## config.mk

```make
export PLATFORM = sky130hd
export DESIGN_NAME = srl_latch_ctrl
export DESIGN_NICKNAME = d
export VERILOG_FILES = /design/src/hdl/srl_pkg.sv /design/src/hdl/srl_pulse_div.sv /design/src/hdl/srl_latch_ctrl.sv
export SDC_FILE = /design/constraint.sdc
export NUM_CORES = 1
export LEC_CHECK = 0
export ABC_AREA = 1
export BUFFER_PORTS_ARGS = -buffer_cell sky130_fd_sc_hd__buf_2
export CAP_MARGIN = 5
export CELL_PAD_IN_SITES_DETAIL_PLACEMENT = 1
export CELL_PAD_IN_SITES_GLOBAL_PLACEMENT = 2
export CORE_UTILIZATION = 28
export DETAILED_ROUTE_END_ITERATION = 8
export GPL_ROUTABILITY_DRIVEN = 0
export HOLD_SLACK_MARGIN = 0.1
export PLACE_DENSITY_LB_ADDON = 0.1
export SLEW_MARGIN = 20
export SYNTH_ARGS = -nofsm -noshare
export SYNTH_HDL_FRONTEND = slang
export SYNTH_SLANG_ARGS = --single-unit
```

## constraint.sdc

```tcl
create_clock -name clk_i -period 2.62 [get_ports clk_i]
set_clock_uncertainty 0.2 [all_clocks]
set_input_delay 0.786 -clock clk_i [delete_from_list [all_inputs] [get_ports clk_i]]
set_output_delay 0.786 -clock clk_i [all_outputs]
set_load 0.01 [all_outputs]
```

## src/hdl/srl_pkg.sv

```systemverilog
// ----------------------------------------------------------------------------
// register map and field layout
// ----------------------------------------------------------------------------
package srl_pkg;

  localparam int ADDR_W = 4;
  localparam logic [ADDR_W-1:0] OFF_MAIN = 4'h0;
  localparam logic [ADDR_W-1:0] OFF_SRC = 4'h4;
  localparam logic [ADDR_W-1:0] OFF_STAT = 4'h8;

  localparam logic [7:0] MAIN_RST = 8'h00;
  localparam logic [7:0] SRC_RST = 8'h00;

  localparam logic [1:0] RESP_OKAY = 2'h0;
  localparam logic [1:0] RESP_DECERR = 2'h3;

  // divided pulse: period is 2^(select + DIV_LOG2_MIN) oscillator cycles
  localparam int DIV_CNT_W = 9;
  localparam int DIV_LOG2_MIN = 2;

  typedef struct packed {
    logic latch_on;
    logic [2:0] pulse_divider_select;
    logic true_out_pin_enable;
    logic inv_out_pin_enable;
    logic sw_set_pulse;
    logic sw_reset_pulse;
  } srl_main_t;

  typedef struct packed {
    logic pin_set_enable;
    logic divclk_set_enable;
    logic cmp2_set_enable;
    logic cmp1_set_enable;
    logic pin_reset_enable;
    logic divclk_reset_enable;
    logic cmp2_reset_enable;
    logic cmp1_reset_enable;
  } srl_src_t;

  typedef enum {REG_MAIN, REG_SRC, REG_STAT, REG_NONE} srl_reg_t;

  function automatic srl_reg_t reg_sel(input logic [ADDR_W-1:0] addr);
    case (addr)
      OFF_MAIN: reg_sel = REG_MAIN;
      OFF_SRC: reg_sel = REG_SRC;
      OFF_STAT: reg_sel = REG_STAT;
      default: reg_sel = REG_NONE;
    endcase
  endfunction : reg_sel

endpackage : srl_pkg

```

## src/hdl/srl_pulse_div.sv

```systemverilog
`timescale 1ns/1ps
// ----------------------------------------------------------------------------
// periodic one-cycle pulse from the oscillator
// ----------------------------------------------------------------------------
module srl_pulse_div (
  // clock and reset
  input wire logic clk_i,
  input wire logic rstn_i,
  // control
  input wire logic [2:0] sel_i,
  // pulse
  output logic pulse_o
);

  logic [srl_pkg::DIV_CNT_W-1:0] cnt_ff;
  logic [srl_pkg::DIV_CNT_W-1:0] mask;

  // free-running counter; every period divides the wrap, so a new select
  // never produces a pulse closer than the shortest period
  always_ff @(posedge clk_i) begin
    if (!rstn_i) begin
      cnt_ff <= '0;
    end else begin
      cnt_ff <= cnt_ff + 9'h001;
    end
  end

  always_comb begin
    mask = ~({srl_pkg::DIV_CNT_W{1'b1}} <<
             (32'(sel_i) + srl_pkg::DIV_LOG2_MIN));
  end

  always_ff @(posedge clk_i) begin
    if (!rstn_i) begin
      pulse_o <= 1'b0;
    end else begin
      pulse_o <= (cnt_ff & mask) == mask;
    end
  end
endmodule : srl_pulse_div

```

## src/hdl/srl_latch_ctrl.sv

```systemverilog
// Added by the designer: the AXI4-Lite slave port and the register offsets.
`timescale 1ns/1ps
// Operation
// - latch only acts while latch_on is one; otherwise it holds
// - divided pulse one cycle wide every 4 to 512 cycles by select
// - latch on and true enable drive latch state onto true pin
// - latch on and inverted enable drive complement onto inverted pin
// - latch off leaves both output pins undriven whatever the enables
// - writing one to software set pulses set input for one cycle
// - writing one to software reset pulses reset input for one cycle
// - software set and reset bits self-clear and always read zero
// - set and reset together leave the latch reset while latch_on is one
// - separate enables let divided pulse drive set and reset inputs
// - each comparator output enabled separately for set and for reset
module srl_latch_ctrl #(
  parameter bit TWO_CMP = 1'b1
) (
  // clock and reset
  input wire logic clk_i,
  input wire logic rstn_i,
  // axi4-lite write address
  input wire logic [srl_pkg::ADDR_W-1:0] s_axi_awaddr_i,
  input wire logic s_axi_awvalid_i,
  output logic s_axi_awready_o,
  // axi4-lite write data
  input wire logic [31:0] s_axi_wdata_i,
  input wire logic [3:0] s_axi_wstrb_i,
  input wire logic s_axi_wvalid_i,
  output logic s_axi_wready_o,
  // axi4-lite write response
  output logic [1:0] s_axi_bresp_o,
  output logic s_axi_bvalid_o,
  input wire logic s_axi_bready_i,
  // axi4-lite read
  input wire logic [srl_pkg::ADDR_W-1:0] s_axi_araddr_i,
  input wire logic s_axi_arvalid_i,
  output logic s_axi_arready_o,
  output logic [31:0] s_axi_rdata_o,
  output logic [1:0] s_axi_rresp_o,
  output logic s_axi_rvalid_o,
  input wire logic s_axi_rready_i,
  // latch sources
  input wire logic latch_input_pin_i,
  input wire logic cmp1_out_i,
  input wire logic cmp2_out_i,
  // output pins
  output logic true_out_pin_o,
  output logic true_out_pin_oe_o,
  output logic inv_out_pin_o,
  output logic inv_out_pin_oe_o
);

  srl_pkg::srl_main_t main_ff, wmain;
  srl_pkg::srl_src_t src_ff;
  logic [srl_pkg::ADDR_W-1:0] awaddr_ff;
  logic [7:0] wdata_ff;
  logic wstrb_ff, aw_got_ff, w_got_ff, wr_do;
  logic sw_set_ff, sw_reset_ff, q_ff, div_pulse;
  logic set_in, reset_in, cmp2_en_set, cmp2_en_reset;

  // --------------------------------------------------------------------------
  // axi4-lite write path
  // --------------------------------------------------------------------------
  assign wr_do = aw_got_ff && w_got_ff && !s_axi_bvalid_o;
  assign wmain = wdata_ff;

  always_ff @(posedge clk_i) begin
    if (!rstn_i) begin
      s_axi_awready_o <= 1'b0;
      aw_got_ff <= 1'b0;
      awaddr_ff <= '0;
    end else if (s_axi_awvalid_i && s_axi_awready_o) begin
      s_axi_awready_o <= 1'b0;
      aw_got_ff <= 1'b1;
      awaddr_ff <= s_axi_awaddr_i;
    end else begin
      if (wr_do) begin
        aw_got_ff <= 1'b0;
      end
      s_axi_awready_o <= !aw_got_ff && !s_axi_bvalid_o;
    end
  end

  always_ff @(posedge clk_i) begin
    if (!rstn_i) begin
      s_axi_wready_o <= 1'b0;
      w_got_ff <= 1'b0;
      wdata_ff <= 8'h00;
      wstrb_ff <= 1'b0;
    end else if (s_axi_wvalid_i && s_axi_wready_o) begin
      s_axi_wready_o <= 1'b0;
      w_got_ff <= 1'b1;
      wdata_ff <= s_axi_wdata_i[7:0];
      wstrb_ff <= s_axi_wstrb_i[0];
    end else begin
      if (wr_do) begin
        w_got_ff <= 1'b0;
      end
      s_axi_wready_o <= !w_got_ff && !s_axi_bvalid_o;
    end
  end

  always_ff @(posedge clk_i) begin
    if (!rstn_i) begin
      s_axi_bvalid_o <= 1'b0;
      s_axi_bresp_o <= srl_pkg::RESP_OKAY;
    end else if (wr_do) begin
      s_axi_bvalid_o <= 1'b1;
      s_axi_bresp_o <= (srl_pkg::reg_sel(awaddr_ff) == srl_pkg::REG_NONE) ?
                       srl_pkg::RESP_DECERR : srl_pkg::RESP_OKAY;
    end else if (s_axi_bready_i) begin
      s_axi_bvalid_o <= 1'b0;
    end
  end

  // --------------------------------------------------------------------------
  // control registers
  // --------------------------------------------------------------------------
  always_ff @(posedge clk_i) begin
    if (!rstn_i) begin
      main_ff <= srl_pkg::MAIN_RST;
      src_ff <= srl_pkg::SRC_RST;
    end else if (wr_do && wstrb_ff) begin
      if (srl_pkg::reg_sel(awaddr_ff) == srl_pkg::REG_MAIN) begin
        main_ff <= wmain;
        main_ff.sw_set_pulse <= 1'b0;
        main_ff.sw_reset_pulse <= 1'b0;
      end
      if (srl_pkg::reg_sel(awaddr_ff) == srl_pkg::REG_SRC) begin
        src_ff <= wdata_ff;
      end
    end
  end

  // pulse bits are write-one only; a written zero leaves them idle
  always_ff @(posedge clk_i) begin
    if (!rstn_i) begin
      sw_set_ff <= 1'b0;
      sw_reset_ff <= 1'b0;
    end else begin
      sw_set_ff <= wr_do && wstrb_ff && wmain.sw_set_pulse &&
                   srl_pkg::reg_sel(awaddr_ff) == srl_pkg::REG_MAIN;
      sw_reset_ff <= wr_do && wstrb_ff && wmain.sw_reset_pulse &&
                     srl_pkg::reg_sel(awaddr_ff) == srl_pkg::REG_MAIN;
    end
  end

  // --------------------------------------------------------------------------
  // axi4-lite read path
  // --------------------------------------------------------------------------
  always_ff @(posedge clk_i) begin
    if (!rstn_i) begin
      s_axi_arready_o <= 1'b0;
      s_axi_rvalid_o <= 1'b0;
      s_axi_rdata_o <= 32'h0000_0000;
      s_axi_rresp_o <= srl_pkg::RESP_OKAY;
    end else if (s_axi_arvalid_i && s_axi_arready_o) begin
      s_axi_arready_o <= 1'b0;
      s_axi_rvalid_o <= 1'b1;
      s_axi_rresp_o <= srl_pkg::RESP_OKAY;
      case (srl_pkg::reg_sel(s_axi_araddr_i))
        srl_pkg::REG_MAIN: s_axi_rdata_o <= {24'h00_0000, main_ff};
        srl_pkg::REG_SRC: s_axi_rdata_o <= {24'h00_0000, src_ff};
        srl_pkg::REG_STAT: s_axi_rdata_o <= {31'h0000_0000, q_ff};
        default: begin
          s_axi_rdata_o <= 32'h0000_0000;
          s_axi_rresp_o <= srl_pkg::RESP_DECERR;
        end
      endcase
    end else if (s_axi_rvalid_o) begin
      if (s_axi_rready_i) begin
        s_axi_rvalid_o <= 1'b0;
      end
    end else begin
      s_axi_arready_o <= 1'b1;
    end
  end

  // --------------------------------------------------------------------------
  // latch core
  // --------------------------------------------------------------------------
  srl_pulse_div u_div (
    .clk_i(clk_i),
    .rstn_i(rstn_i),
    .sel_i(main_ff.pulse_divider_select),
    .pulse_o(div_pulse)
  );

  assign cmp2_en_set = TWO_CMP && src_ff.cmp2_set_enable;
  assign cmp2_en_reset = TWO_CMP && src_ff.cmp2_reset_enable;

  assign set_in = sw_set_ff ||
                  (src_ff.pin_set_enable && latch_input_pin_i) ||
                  (src_ff.divclk_set_enable && div_pulse) ||
                  (src_ff.cmp1_set_enable && cmp1_out_i) ||
                  (cmp2_en_set && cmp2_out_i);
  assign reset_in = sw_reset_ff ||
                    (src_ff.pin_reset_enable && latch_input_pin_i) ||
                    (src_ff.divclk_reset_enable && div_pulse) ||
                    (src_ff.cmp1_reset_enable && cmp1_out_i) ||
                    (cmp2_en_reset && cmp2_out_i);

  // reset to zero only for a clean simulation; firmware must still force a
  // known state before enabling pins, as silicon would not
  always_ff @(posedge clk_i) begin
    if (!rstn_i) begin
      q_ff <= 1'b0;
    end else if (main_ff.latch_on) begin
      if (reset_in) begin
        q_ff <= 1'b0;
      end else if (set_in) begin
        q_ff <= 1'b1;
      end
    end
  end

  // pins: data forced low when not driven
  always_ff @(posedge clk_i) begin
    if (!rstn_i) begin
      true_out_pin_o <= 1'b0;
      true_out_pin_oe_o <= 1'b0;
      inv_out_pin_o <= 1'b0;
      inv_out_pin_oe_o <= 1'b0;
    end else begin
      true_out_pin_oe_o <= main_ff.latch_on &&
                           main_ff.true_out_pin_enable;
      true_out_pin_o <= main_ff.latch_on &&
                        main_ff.true_out_pin_enable && q_ff;
      inv_out_pin_oe_o <= main_ff.latch_on &&
                          main_ff.inv_out_pin_enable;
      inv_out_pin_o <= main_ff.latch_on &&
                       main_ff.inv_out_pin_enable && !q_ff;
    end
  end
endmodule : srl_latch_ctrl

```

# After elaboration in Yosys (flattened, before gate mapping)
# Cells that the tools add are included.
# word_totals
register_bits	87
inputBits	54
out_inout_bits	45
wordCells	123
# classes
add_sub_neg	2
eq_ne	9
shift	1
mux	22
n_bitwise	3
n_reduce_logical	52
# ops
operator	n
$mux 32	7
$logic_not 32->1	3
$eq 32x2->1 const B	2
$eq 32x1->1 const B	1
$eq 32x3->1 const B	1
$shl 9x32->9 const A	1
$logic_and 1x1->1	24
$pmux 8 s3	1
$pmux 2 s3	2
$mux 1	10
$add 9x1->9 const B	1
$and 9x9->9	1
$eq 9x9->1	1
$not 9->9	1
$eq 4x3->1 const B	2
$eq 4x4->1 const B	2
$logic_not 4->1	2
$logic_or 1x1->1	8
$reduce_bool 2->1	4
$reduce_and 2->1	3
$reduce_or 2->1	3
$add 3x2->4 const B	1
$logic_not 1->1	4
$mux 2	2
2 further kinds	2

# Depth between registers and ports, before layout
# Gate-level depths: netlist of the first run.
# depth
word_depth	7
depth_mapped	8

# By module
# A second synthesis of the first run with hierarchy kept.
# hier_totals
cells_unflattened	382
hier_area_um2	2796.4
# modules_own_cells
module	instances	cells_per_inst	area_per_inst_um2
srl_latch_ctrl	1	299	2223.4
srl_pulse_div	1	83	573.0

# Least setup slack after synthesis of the first run
# No wires, ideal clock.
# synth_timing
kind	input -> register
startpoint	input s_axi_araddr_i[1] (netlist bit)
endpoint	register s_axi_rdata_o[2]
setup_time_ns	0.071
arrival_time_ns	1.466
t_required_ns	2.349
path_slack_ns	0.883
stages	6
n_path_buf	1
cell_sequence	nor2_2 buf_2 nand3_1 nand2_1 nand2_1 a21oi_1
# synth_via
elab_chain_cells	6
# synth_lines
element	line_no	source
start: declaration	srl_latch_ctrl.sv:35	input wire logic [srl_pkg::ADDR_W-1:0] s_axi_araddr_i,
$eq 4x4->1 (tied with other cells)	srl_pkg.sv:44	case (addr)
$pmux 2 s3 *	srl_pkg.sv:44	
$mux 32 *	srl_latch_ctrl.sv:157	end else if (s_axi_arvalid_i && s_axi_arready_o) begin
$mux 32 *	srl_latch_ctrl.sv:152	if (!rstn_i) begin
$eq 32x2->1 (tied with other cells)	srl_latch_ctrl.sv:161	case (srl_pkg::reg_sel(s_axi_araddr_i))
$pmux 8 s3 *	srl_latch_ctrl.sv:161	
end signal: assignment	srl_latch_ctrl.sv:162	srl_pkg::REG_MAIN: s_axi_rdata_o <= {24'h00_0000, main_ff};
end signal: assignment	srl_latch_ctrl.sv:163	srl_pkg::REG_SRC: s_axi_rdata_o <= {24'h00_0000, src_ff};
end signal: assignment	srl_latch_ctrl.sv:164	srl_pkg::REG_STAT: s_axi_rdata_o <= {31'h0000_0000, q_ff};
end: declaration	srl_latch_ctrl.sv:38	output logic [31:0] s_axi_rdata_o,
# Every way passes the cells marked *; elsewhere a longest branch is shown, timed or not. The select of a mux whose other input is x is not followed.
# A chain may end at the register's enable or synchronous reset.

# Worst setup path in the final report of the first run
# layout_timing
startpoint	register s_axi_bvalid_o
endpoint	output s_axi_bvalid_o
# layout_rtl
element	line_no	source
start: declaration	srl_latch_ctrl.sv:32	output logic s_axi_bvalid_o,
start signal: assignment	srl_latch_ctrl.sv:105	s_axi_bvalid_o <= 1'b0;
start signal: assignment	srl_latch_ctrl.sv:108	s_axi_bvalid_o <= 1'b1;
start signal: assignment	srl_latch_ctrl.sv:112	s_axi_bvalid_o <= 1'b0;
# No word-level cell between the ends.

==> results of run 1 <==
-- synthesized netlist by cell type --
master | instances | area share [%]
nand2_2 | 1 | 0.23
o21bai_1 | 1 | 0.28
nor2_4 | 2 | 0.82
nor2_2 | 2 | 0.46
clkbuf_1 | 4 | 0.55
buf_2 | 4 | 0.73
a211oi_1 | 1 | 0.28
nor3b_1 | 1 | 0.28
buf_4 | 26 | 7.1
nand2_4 | 1 | 0.41
inv_2 | 1 | 0.14
buf_6 | 2 | 0.82
conb_1 | 1 | 0.14
inv_1 | 30 | 4.1
a21oi_1 | 24 | 4.4
nand3_1 | 22 | 4.0
a21boi_0 | 1 | 0.28
o21ai_0 | 24 | 4.4
dfxtp_1 | 61 | 45
nand2_1 | 84 | 12
nor3_2 | 2 | 0.73
buf_1 | 1 | 0.14
ha_1 | 4 | 1.8
nor3_1 | 1 | 0.18
xnor2_1 | 1 | 0.32
nor2_8 | 1 | 0.73
nor2_1 | 62 | 8.5
nor4_1 | 3 | 0.69
nand3_2 | 1 | 0.37
a31oi_1 | 3 | 0.69
-- report_power, final --
group	internal (W)	switching (W)	leakage, nW
clock network	0.000512	0.000351	0.108
registers	0.000958	0.0000172	0.496
logic	0.0000533	0.000106	0.843
total	0.00152	0.000475	1.45
-- registers in the layout (all words and copies together), names as in the netlist, 4 cells and up --
register       count
wdata_ff           8
src_ff             6
s_axi_rdata_o      8
main_ff            6
awaddr_ff          4
u_div.cnt_ff       9
-- through the flow --
step	setup slack [ns]	utilization [%]	area, sq um	total power [W]
after detailed placement	0.5274	32.10	2994	0.001159
after global placement	0.5513	32.10	2994	0.001156
final	0.6737	34.34	3203	0.001998
after global routing	0.6067	34.34	3203	0.002108
after CTS	0.6374	34.34	3203	0.002041
after floorplan	0.8826	-	2816	0.001127
-- worst paths after layout --
path                                    to  slack, ns  depth (start not counted)
min reg2reg  s_axi_rdata_o[7]$_SDFFE_PN0P_       0.26                          2
max                         s_axi_bvalid_o       0.67                          1
min          s_axi_rdata_o[7]$_SDFFE_PN0P_       0.26                          2
max reg2reg       u_div.pulse_o$_SDFF_PN0_       0.99                          7
-- layout make-up --
type | instances | area (sq um)
clock buffer | 12 | 165.2
clock inverter | 3 | 43.79
fill | 1207 | 6125
inverter | 31 | 116.4
multi-input combinational | 266 | 1222
sequential | 61 | 1221
tap | 129 | 161.4
timing repair buffer | 52 | 272.8
-- routing by layer --
metal	track usage, %	share of wire (%)	routed length, um	vias up
met1	17.81	50	3137	1034
li1	-	-	-	1221
met4	6.355	1.5	94	0
met2	20.71	43	2681	58
met5	0	0	0	-
met3	2.913	4.9	306	9
-- kinds of logic after synthesis --
group / Yosys count / share of synthesized area, %
AO/OA/AOI/OAI: 54 / 10.31
XOR/XNOR: 1 / 0.3209
adder cells (fa/ha/maj): 4 / 1.833
buffers and inverters: 68 / 13.66
flip-flops: 61 / 44.73
other: 1 / 0.1374
AND/OR/NAND/NOR: 183 / 29.01
==> impl_results.md, run 1 <==
- Mean cell area of the mapped netlist: 7.339 sq um
- IO Pins: 99
- Tcrit/Tclk final: 74.29%
- Measured slew at the worst slew-check pin: 0.6013 ns
- Die ar.: 10150 sq um
- WL/cell: 11.23 um
- Yosys reg bits: 61
- Crit-path max cell delay: 0.45 ns
- TritonCTS clock tree: built
- Syn Inst Count: 372
- Yosys warnings: 0
- TritonCTS buffer count: 9
- CTS hold repair buffers: 0
- Final Critical Period: 1.946 ns
- Largest net degree at the start of global routing: 23
- Antenna cells: 0
- Final setup violation count: 0
- Post-CTS Setup Inserts: 0
- Resized Gates After CTS: 0
- Layout cells sized above 1: 18.35%
- CP Class: reg2out
- CP delay by family, top: flip-flops
- Fmax: 513.8 MHz
- Clock sink count: 61
- DR vias/cell: 4.191
- Max H-tree Level: 3
- DP Cell Count: 539
- Clock transition at path regs: 0.07 ns
- First-pass GRT wire length: 10.45 mm
- RSZ-0062 raised after global routing: false
- Hold Path Class: reg2reg
- Total grt overflow: 0
- Slowest CP cell: dfxtp_1
- Nets@finish: 479
- Root Driver: clkbuf_8
- Worst path bufs/invs: 1
- Initial Util: 29.27%
- Critical Path End Type: output pin
- Total GRT Usage: 13.42%
- Via Count: 2322
- Area Overhead vs Synth: 17.32%
- Max Fanout on Critical Path: 5
- Peak supply drop: 0.2066 mV
- Fin cells: 554
- Hold_ws: 0.2590 ns
- Final Hold Viols: 0
- Final ANT Viol Nets: 0
- Clk Latency, worst-skew pair: 0.33 ns
- Number of global-route vias before repair: 2172
- Die X-Extent: 100.7 um
- Seq/Total Area, Yosys: 44.73%
- Slew headroom: 59.87%
- Setup total negative slack: 0 ns
- Yosys cell types: 30
- WP data required: 1.63 ns
- Critical Path Start Type: register
- Pleak: 1.447 nW
- Drt drc: 0
- PortBufs: 47
- Dpl hpwl: 4.669 mm
- Synth Cell Area: 2730 sq um
- Total Routed Length: 6.219 mm
- Most common cell after layout, fill and taps aside: nand2_1
- CP startpoint: s_axi_bvalid_o$_SDFFE_PN0P_
- Die Y: 100.7 um
- Total core area: 9328 sq um
- Drt pass-1 iters: 4
- HP Start: s_axi_rdata_o[7]$_SDFFE_PN0P_
- Deepest clock path buffer count: 2
- Worst EP arrival: 0.96 ns
- Initial drt markers: 49
- Cell Pwr Density: 623.7 nW/um^2
- CP Cell Sequence: buf_2
- Initial antenna violation count: 0
- Status: finished clean
- Leading cell types in the layout, fill and taps excluded: 84 x nand2_1, 62 x nor2_1, 61 x dfxtp_1, 47 x buf_2, 30 x inv_1
- FF-to-FF Start: main_ff[5]$_SDFFE_PN0P_
- Max-slew violations: 0
- Max-cap viol count: 0
- Rows: 35
(Power assumes the default switching activity.)
==> run 2: changes to the inputs <==
--- a/config.mk
+++ b/config.mk
@@ -10,7 +10,7 @@
 export CAP_MARGIN = 5
 export CELL_PAD_IN_SITES_DETAIL_PLACEMENT = 1
 export CELL_PAD_IN_SITES_GLOBAL_PLACEMENT = 2
-export CORE_UTILIZATION = 28
+export CORE_UTILIZATION = 24
 export DETAILED_ROUTE_END_ITERATION = 8
 export GPL_ROUTABILITY_DRIVEN = 0
 export HOLD_SLACK_MARGIN = 0.1
==> constraint.sdc (replaced) <==
create_clock -name clk_i -period 1.7 [get_ports clk_i]
set_clock_uncertainty 0.2 [all_clocks]
set_input_delay 0.51 -clock clk_i [delete_from_list [all_inputs] [get_ports clk_i]]
set_output_delay 0.51 -clock clk_i [all_outputs]
set_load 0.01 [all_outputs]
==> impl_results.md, run 2 (synthesized netlist as in run 1, its figures left out) <==
- Status: finished clean
- Drt drc: 0 (unchanged)
- Hold Path Class: in2reg
- Hold path depth: 4 (+2)
- Min-Delay Endpoint: s_axi_rvalid_o$_SDFF_PN0_
- Peak supply drop: 0.3645 mV (+76%)
- Max-cap viol count: 0 (unchanged)
- Die X-Extent: 108.7 um (+7.9%)
- Biggest regs: u_div.cnt_ff: 9 flops, s_axi_rdata_o: 8 flops, wdata_ff: 8 flops
- Root Driver: clkbuf_16
- Via Count: 2390 (+2.9%)
- Layout cells sized above 1: 20.09% (+1.7 points)
- Critical Path Start Type: register
- CP Cell Sequence: buf_4 > buf_2
- FF-to-FF Start: awaddr_ff[0]$_SDFFE_PN0P_
- Max H-tree Level: 3 (unchanged)
- Deepest clock path buffer count: 2 (unchanged)
- TritonCTS buffer count: 9 (unchanged)
- Final ANT Viol Nets: 0 (unchanged)
- Final Hold Viols: 0 (unchanged)
- Total power: 0.003761 W (+88%)
- Number of global-route vias before repair: 2320 (+6.8%)
- IO Pins: 99 (unchanged)
- Antenna cells: 0 (unchanged)
- Critical Path End Type: output pin
- Pleak: 1.541 nW (+6.5%)
- Leading cell types in the layout, fill and taps excluded: 84 x nand2_1, 62 x nor2_1, 60 x dfxtp_1, 47 x buf_2, 30 x inv_1
- CTS hold repair buffers: 0 (unchanged)
- Setup total negative slack: 0 ns (unchanged)
- Die ar.: 11810 sq um (+16%)
- Die Y: 108.7 um (+7.9%)
- Clock transition at path regs: 0.05 ns (-0.02 ns)
- CP Class: reg2out
- TritonCTS clock tree: built
- Total grt overflow: 0 (unchanged)
- Initial drt markers: 60 (+22%)
- Final Critical Period: 1.643 ns
- Final setup violation count: 0 (unchanged)
- First-pass GRT wire length: 11.16 mm (+6.8%)
- Largest register FFs: 9 (unchanged)
- Area Overhead vs Synth: 24.98%
- Slowest CP cell: dfxtp_2
- R2R Setup Slk: 0.19 ns (-0.80 ns)
- Most common cell after layout, fill and taps aside: nand2_1
- Total Routed Length: 6.699 mm (+7.7%)
- Worst EP arrival: 0.93 ns (-0.03 ns)
- Clk Latency, worst-skew pair: 0.32 ns (about the same)
- Drt pass-1 iters: 4 (unchanged)
- RR Endpoint: main_ff[4]$_SDFFE_PN0P_
- WL/cell: 11.69 um (+4.1%)
- PortBufs: 47 (unchanged)
- HP Start: s_axi_rready_i
- DR vias/cell: 4.171 (-0.48%)
- RSZ-0062 raised after global routing: false
- Worst path bufs/invs: 2 (+1)
- Reg2Reg Depth: 6 (-1)
- CP delay by family, top: flip-flops
- Nets@finish: 486 (+1.5%)
- Max-slew violations: 0 (unchanged)
- Initial Util: 24.86% (-4.4 points)
- Total core area: 10980 sq um (+18%)
- Crit-path max cell delay: 0.33 ns (-0.12 ns)
- WP data required: 0.99 ns (-0.64 ns)
- Initial antenna violation count: 0 (unchanged)
- Total GRT Usage: 12.53% (-0.89 points)
- Rows: 38 (+8.6%)
- Clock sink count: 61 (unchanged)
- Cell Pwr Density: 1102 nW/um^2 (+77%)
- Largest net degree at the start of global routing: 27 (+17%)
- Dpl hpwl: 4.956 mm (+6.1%)
- Fmax: 608.8 MHz
- Biggest register: u_div.cnt_ff
- Max Fanout on Critical Path: 4 (-1)
- Tcrit/Tclk final: 96.63%
==> run 2: changes by cell type in the layout (fill, tap and decap cells not counted), sizes merged <==
| cell | before | now |
|---|---|---|
| clkinvlp | 0 | 1 |
| clkinv | 2 | 3 |
| buf | 52 | 59 |
| bufinv | 1 | 2 |
| clkbuf | 12 | 10 |
==> run 2: tightest hold or removal path: cells and delay by family <==
kind	cells	cell delay (ns)
buf+inv	2	0.10
compound gates	1	0.05
simple gates	1	0.04
==> run 2: report_power, final <==
part	leakage (nW)	switching (W)	internal (W)	total, W
Combinational	0.886	0.000170	0.0000953	0.000265
Clock	0.158	0.000673	0.00132	0.00199
Sequential	0.496	0.0000262	0.00148	0.00150
==> run 2: metrics by stage <==
step / area, sq um / hold slack (ns) / setup slack, ns / utilization (%) / std cells
final: 3412 / 0.2302 / 0.05733 / 31.07 / 573
after global routing: 3412 / 0.2494 / 0.008322 / 31.07 / 573
after CTS: 3412 / 0.2228 / 0.03653 / 31.07 / 573
after detailed placement: 3085 / 0.2529 / 0.09000 / 28.09 / 557
after global placement: 3085 / 0.2538 / 0.1102 / 28.09 / 557
after floorplan: 2816 / 0.2366 / 0.2386 / - / 395
==> run 2: area by class of cell <==
class | instances | area (sq um)
flip-flops and latches | 61 | 1222
fillers | 1393 | 7571
multi-input cells | 266 | 1222
well taps | 140 | 175.2
inverters | 31 | 116.4
clock inverters | 6 | 86.33
clock buffers | 10 | 239.0
repair buffers | 59 | 350.3
==> run 2: per-layer routing <==
metal	vias to the layer above	global-route usage [%]	part of all wire [%]
met5	-	0	0
met3	9	2.989	3.9
met2	53	19.48	43
li1	1241	-	-
met4	0	6.371	1.6
met1	1087	16.12	51
==> run 2: repair_timing <==
item	CTS	global route
setup buffers	0	0
gates resized for setup	1	0
endpoints found under the setup margin	1	0
==> run 2: how the worst max path moves through the flow <==
stage / startpoint / end / slack [ns] / cells after the start
after floorplan: s_axi_araddr_i[1] / s_axi_rdata_o[2]$_SDFFE_PN0P_ / 0.24 / 6
after detailed placement: s_axi_araddr_i[2] / s_axi_rdata_o[0]$_SDFFE_PN0P_ / 0.09 / 7
after global placement: s_axi_araddr_i[2] / s_axi_rdata_o[0]$_SDFFE_PN0P_ / 0.11 / 7
after global routing: s_axi_bvalid_o$_SDFFE_PN0P_ / s_axi_bvalid_o / 0.008 / 2
final: s_axi_bvalid_o$_SDFFE_PN0P_ / s_axi_bvalid_o / 0.06 / 2
after CTS: s_axi_bvalid_o$_SDFFE_PN0P_ / s_axi_bvalid_o / 0.04 / 2
==> run 3: changes to the inputs <==
--- a/config.mk
+++ b/config.mk
@@ -8,9 +8,10 @@
 export ABC_AREA = 1
 export BUFFER_PORTS_ARGS = -buffer_cell sky130_fd_sc_hd__buf_2
 export CAP_MARGIN = 5
-export CELL_PAD_IN_SITES_DETAIL_PLACEMENT = 1
-export CELL_PAD_IN_SITES_GLOBAL_PLACEMENT = 2
-export CORE_UTILIZATION = 24
+export CELL_PAD_IN_SITES_DETAIL_PLACEMENT = 0
+export CELL_PAD_IN_SITES_GLOBAL_PLACEMENT = 1
+export CORE_MARGIN = 4
+export CORE_UTILIZATION = 31
 export DETAILED_ROUTE_END_ITERATION = 8
 export GPL_ROUTABILITY_DRIVEN = 0
 export HOLD_SLACK_MARGIN = 0.1
==> impl_results.md, run 3 (synthesized netlist as in run 1, its figures left out) <==
- WP data required: 0.99 ns (about the same)
- Largest net degree at the start of global routing: 20 (-26%)
- RSZ-0062 raised after global routing: false
- Final WS setup: 0.1158 ns (+0.05844 ns)
- CP Class: reg2out
- Total grt overflow: 0 (unchanged)
- Biggest register: u_div.cnt_ff
- Layout cells sized above 1: 19.91% (-0.18 points)
- Max H-tree Level: 3 (unchanged)
- Area Overhead vs Synth: 17.64%
- Total core area: 8382 sq um (-24%)
- Setup total negative slack: 0 ns (unchanged)
- CP delay by family, top: flip-flops
- Drt pass-1 iters: 4 (unchanged)
- IO Pins: 99 (unchanged)
- Largest register FFs: 9 (unchanged)
- Die Y: 101.8 um (-6.3%)
- Critical path depth in cells: 1 (-1)
- TritonCTS buffer count: 9 (unchanged)
- DR vias/cell: 4.276 (+2.5%)
- Total Routed Length: 5.858 mm (-13%)
- Die X-Extent: 101.8 um (-6.3%)
- TritonCTS clock tree: built
- Initial antenna violation count: 0 (unchanged)
- Final ANT Viol Nets: 0 (unchanged)
- Tcrit/Tclk final: 93.19% (-3.4 points)
- Max-cap viol count: 0 (unchanged)
- Hold_ws: 0.2236 ns (-0.006623 ns)
- Final setup violation count: 0 (unchanged)
- Clock sink count: 61 (unchanged)
- Clk Latency, worst-skew pair: 0.33 ns (about the same)
- Die ar.: 10370 sq um (-12%)
- Slowest CP cell: dfxtp_2
- Cell Pwr Density: 898.9 nW/um^2 (-18%)
- Fillers: 938 (-33%)
- Register Area: 1222 sq um (unchanged)
- Max-slew violations: 0 (unchanged)
- WL/cell: 10.91 um (-6.7%)
- Initial Util: 32.57% (+7.7 points)
- Final Critical Period: 1.584 ns (-0.05844 ns)
- Leading cell types in the layout, fill and taps excluded: 84 x nand2_1, 62 x nor2_1, 60 x dfxtp_1, 47 x buf_2, 30 x inv_1
- Crit-path max cell delay: 0.39 ns (+0.06 ns)
- Clock transition at path regs: 0.07 ns (+0.02 ns)
- PortBufs: 47 (unchanged)
- Final Hold Viols: 0 (unchanged)
- Pre-CTS WS: 0.1419 ns (+0.05186 ns)
- Nets@finish: 485 (-0.21%)
- Antenna cells: 0 (unchanged)
- Dpl hpwl: 4.454 mm (-10%)
- Root Driver: clkbuf_8
- Status: finished clean
- Critical Path End Type: output pin
- Biggest regs: u_div.cnt_ff: 9 flops, s_axi_rdata_o: 8 flops, wdata_ff: 8 flops
- First-pass GRT wire length: 9.563 mm (-14%)
- Total GRT Usage: 11.95% (-0.58 points)
- Worst EP arrival: 0.87 ns (-0.06 ns)
- CP Cell Sequence: buf_2
- Max Fanout on Critical Path: 5 (+1)
- Pleak: 1.465 nW (-4.9%)
- Hold path depth: 4 (unchanged)
- Most common cell after layout, fill and taps aside: nand2_1
- Peak supply drop: 0.3198 mV (-12%)
- Post-CTS Setup Inserts: 0 (unchanged)
- Drt drc: 0 (unchanged)
- Initial drt markers: 89 (+48%)
- Reg2Reg Depth: 6 (unchanged)
- Number of global-route vias before repair: 2062 (-11%)
- Deepest clock path buffer count: 2 (unchanged)
- Hold Path Class: in2reg
- Critical Path Start Type: register
- Area of the multi-input gates: 1222 sq um (unchanged)
- Worst path bufs/invs: 1 (-1)
- Rows: 33 (-13%)
- Via Count: 2296 (-3.9%)
- Fmax: 631.2 MHz (+3.7%)
-- run 3: cell count changes in the layout (fill, tap and decap cells not counted), sizes merged --
cell and delta:
clkinvlp +1, bufinv -2, buf -1, clkinv +1
-- run 3: per-stage QoR --
step | total power (W) | utilization (%) | cells | area (sq um)
6_report | 0.002887 | 38.32 | 537 | 3212
2_1_floorplan | 0.001736 | - | 395 | 2816
3_5_place_dp | 0.001796 | 36.20 | 521 | 3034
3_3_place_gp | 0.001795 | 36.20 | 521 | 3034
5_1_grt | 0.003049 | 38.32 | 537 | 3212
4_1_cts | 0.002943 | 38.32 | 537 | 3212
-- run 3: worst register-to-register path: stages, from the launching register on --
cell     delay, ns
dfxtp_1       0.31
nor2_1        0.21
nand3_1       0.17
nor2_4        0.31
nand2_1       0.08
nand2_1       0.08
nor2_1        0.04
-- run 3: final cells by class --
class | instances | area share, %
tap | 105 | 4.090
clock inverter | 6 | 1.208
inverter | 31 | 3.623
sequential | 61 | 38.06
multi-input combinational | 266 | 38.06
timing repair buffer | 58 | 10.67
clock buffer | 10 | 4.285
-- run 3: worst paths after layout --
kind	start	end	slack (ns)
hold / removal	s_axi_rready_i	s_axi_rvalid_o$_SDFF_PN0_	0.22
setup reg to reg	awaddr_ff[0]$_SDFFE_PN0P_	main_ff[5]$_SDFFE_PN0P_	0.19
setup / recovery	s_axi_bvalid_o$_SDFFE_PN0P_	s_axi_bvalid_o	0.12
hold reg to reg	s_axi_rdata_o[6]$_SDFFE_PN0P_	s_axi_rdata_o[6]$_SDFFE_PN0P_	0.26
-- run 3: layer usage --
layer / GRT usage (%) / up-vias / part of all wire, %
met2: 17.30 / 64 / 41
li1: - / 1237 / -
met4: 5.752 / 0 / 1.7
met3: 3.276 / 10 / 6.3
met5: 0 / - / 0
met1: 16.44 / 985 / 51
-- run 3: timing repair --
action / in CTS / in global routing
gates resized for setup: 1 / 0
hold buffers: 0 / 0
endpoints found under the setup margin: 1 / 0
-- run 3: where the power goes --
part           total (W)  internal [W]  switching [W]
Sequential       0.00150       0.00148      0.0000261
Combinational   0.000259     0.0000951       0.000164
Clock            0.00113      0.000562       0.000564
Total            0.00289       0.00213       0.000754
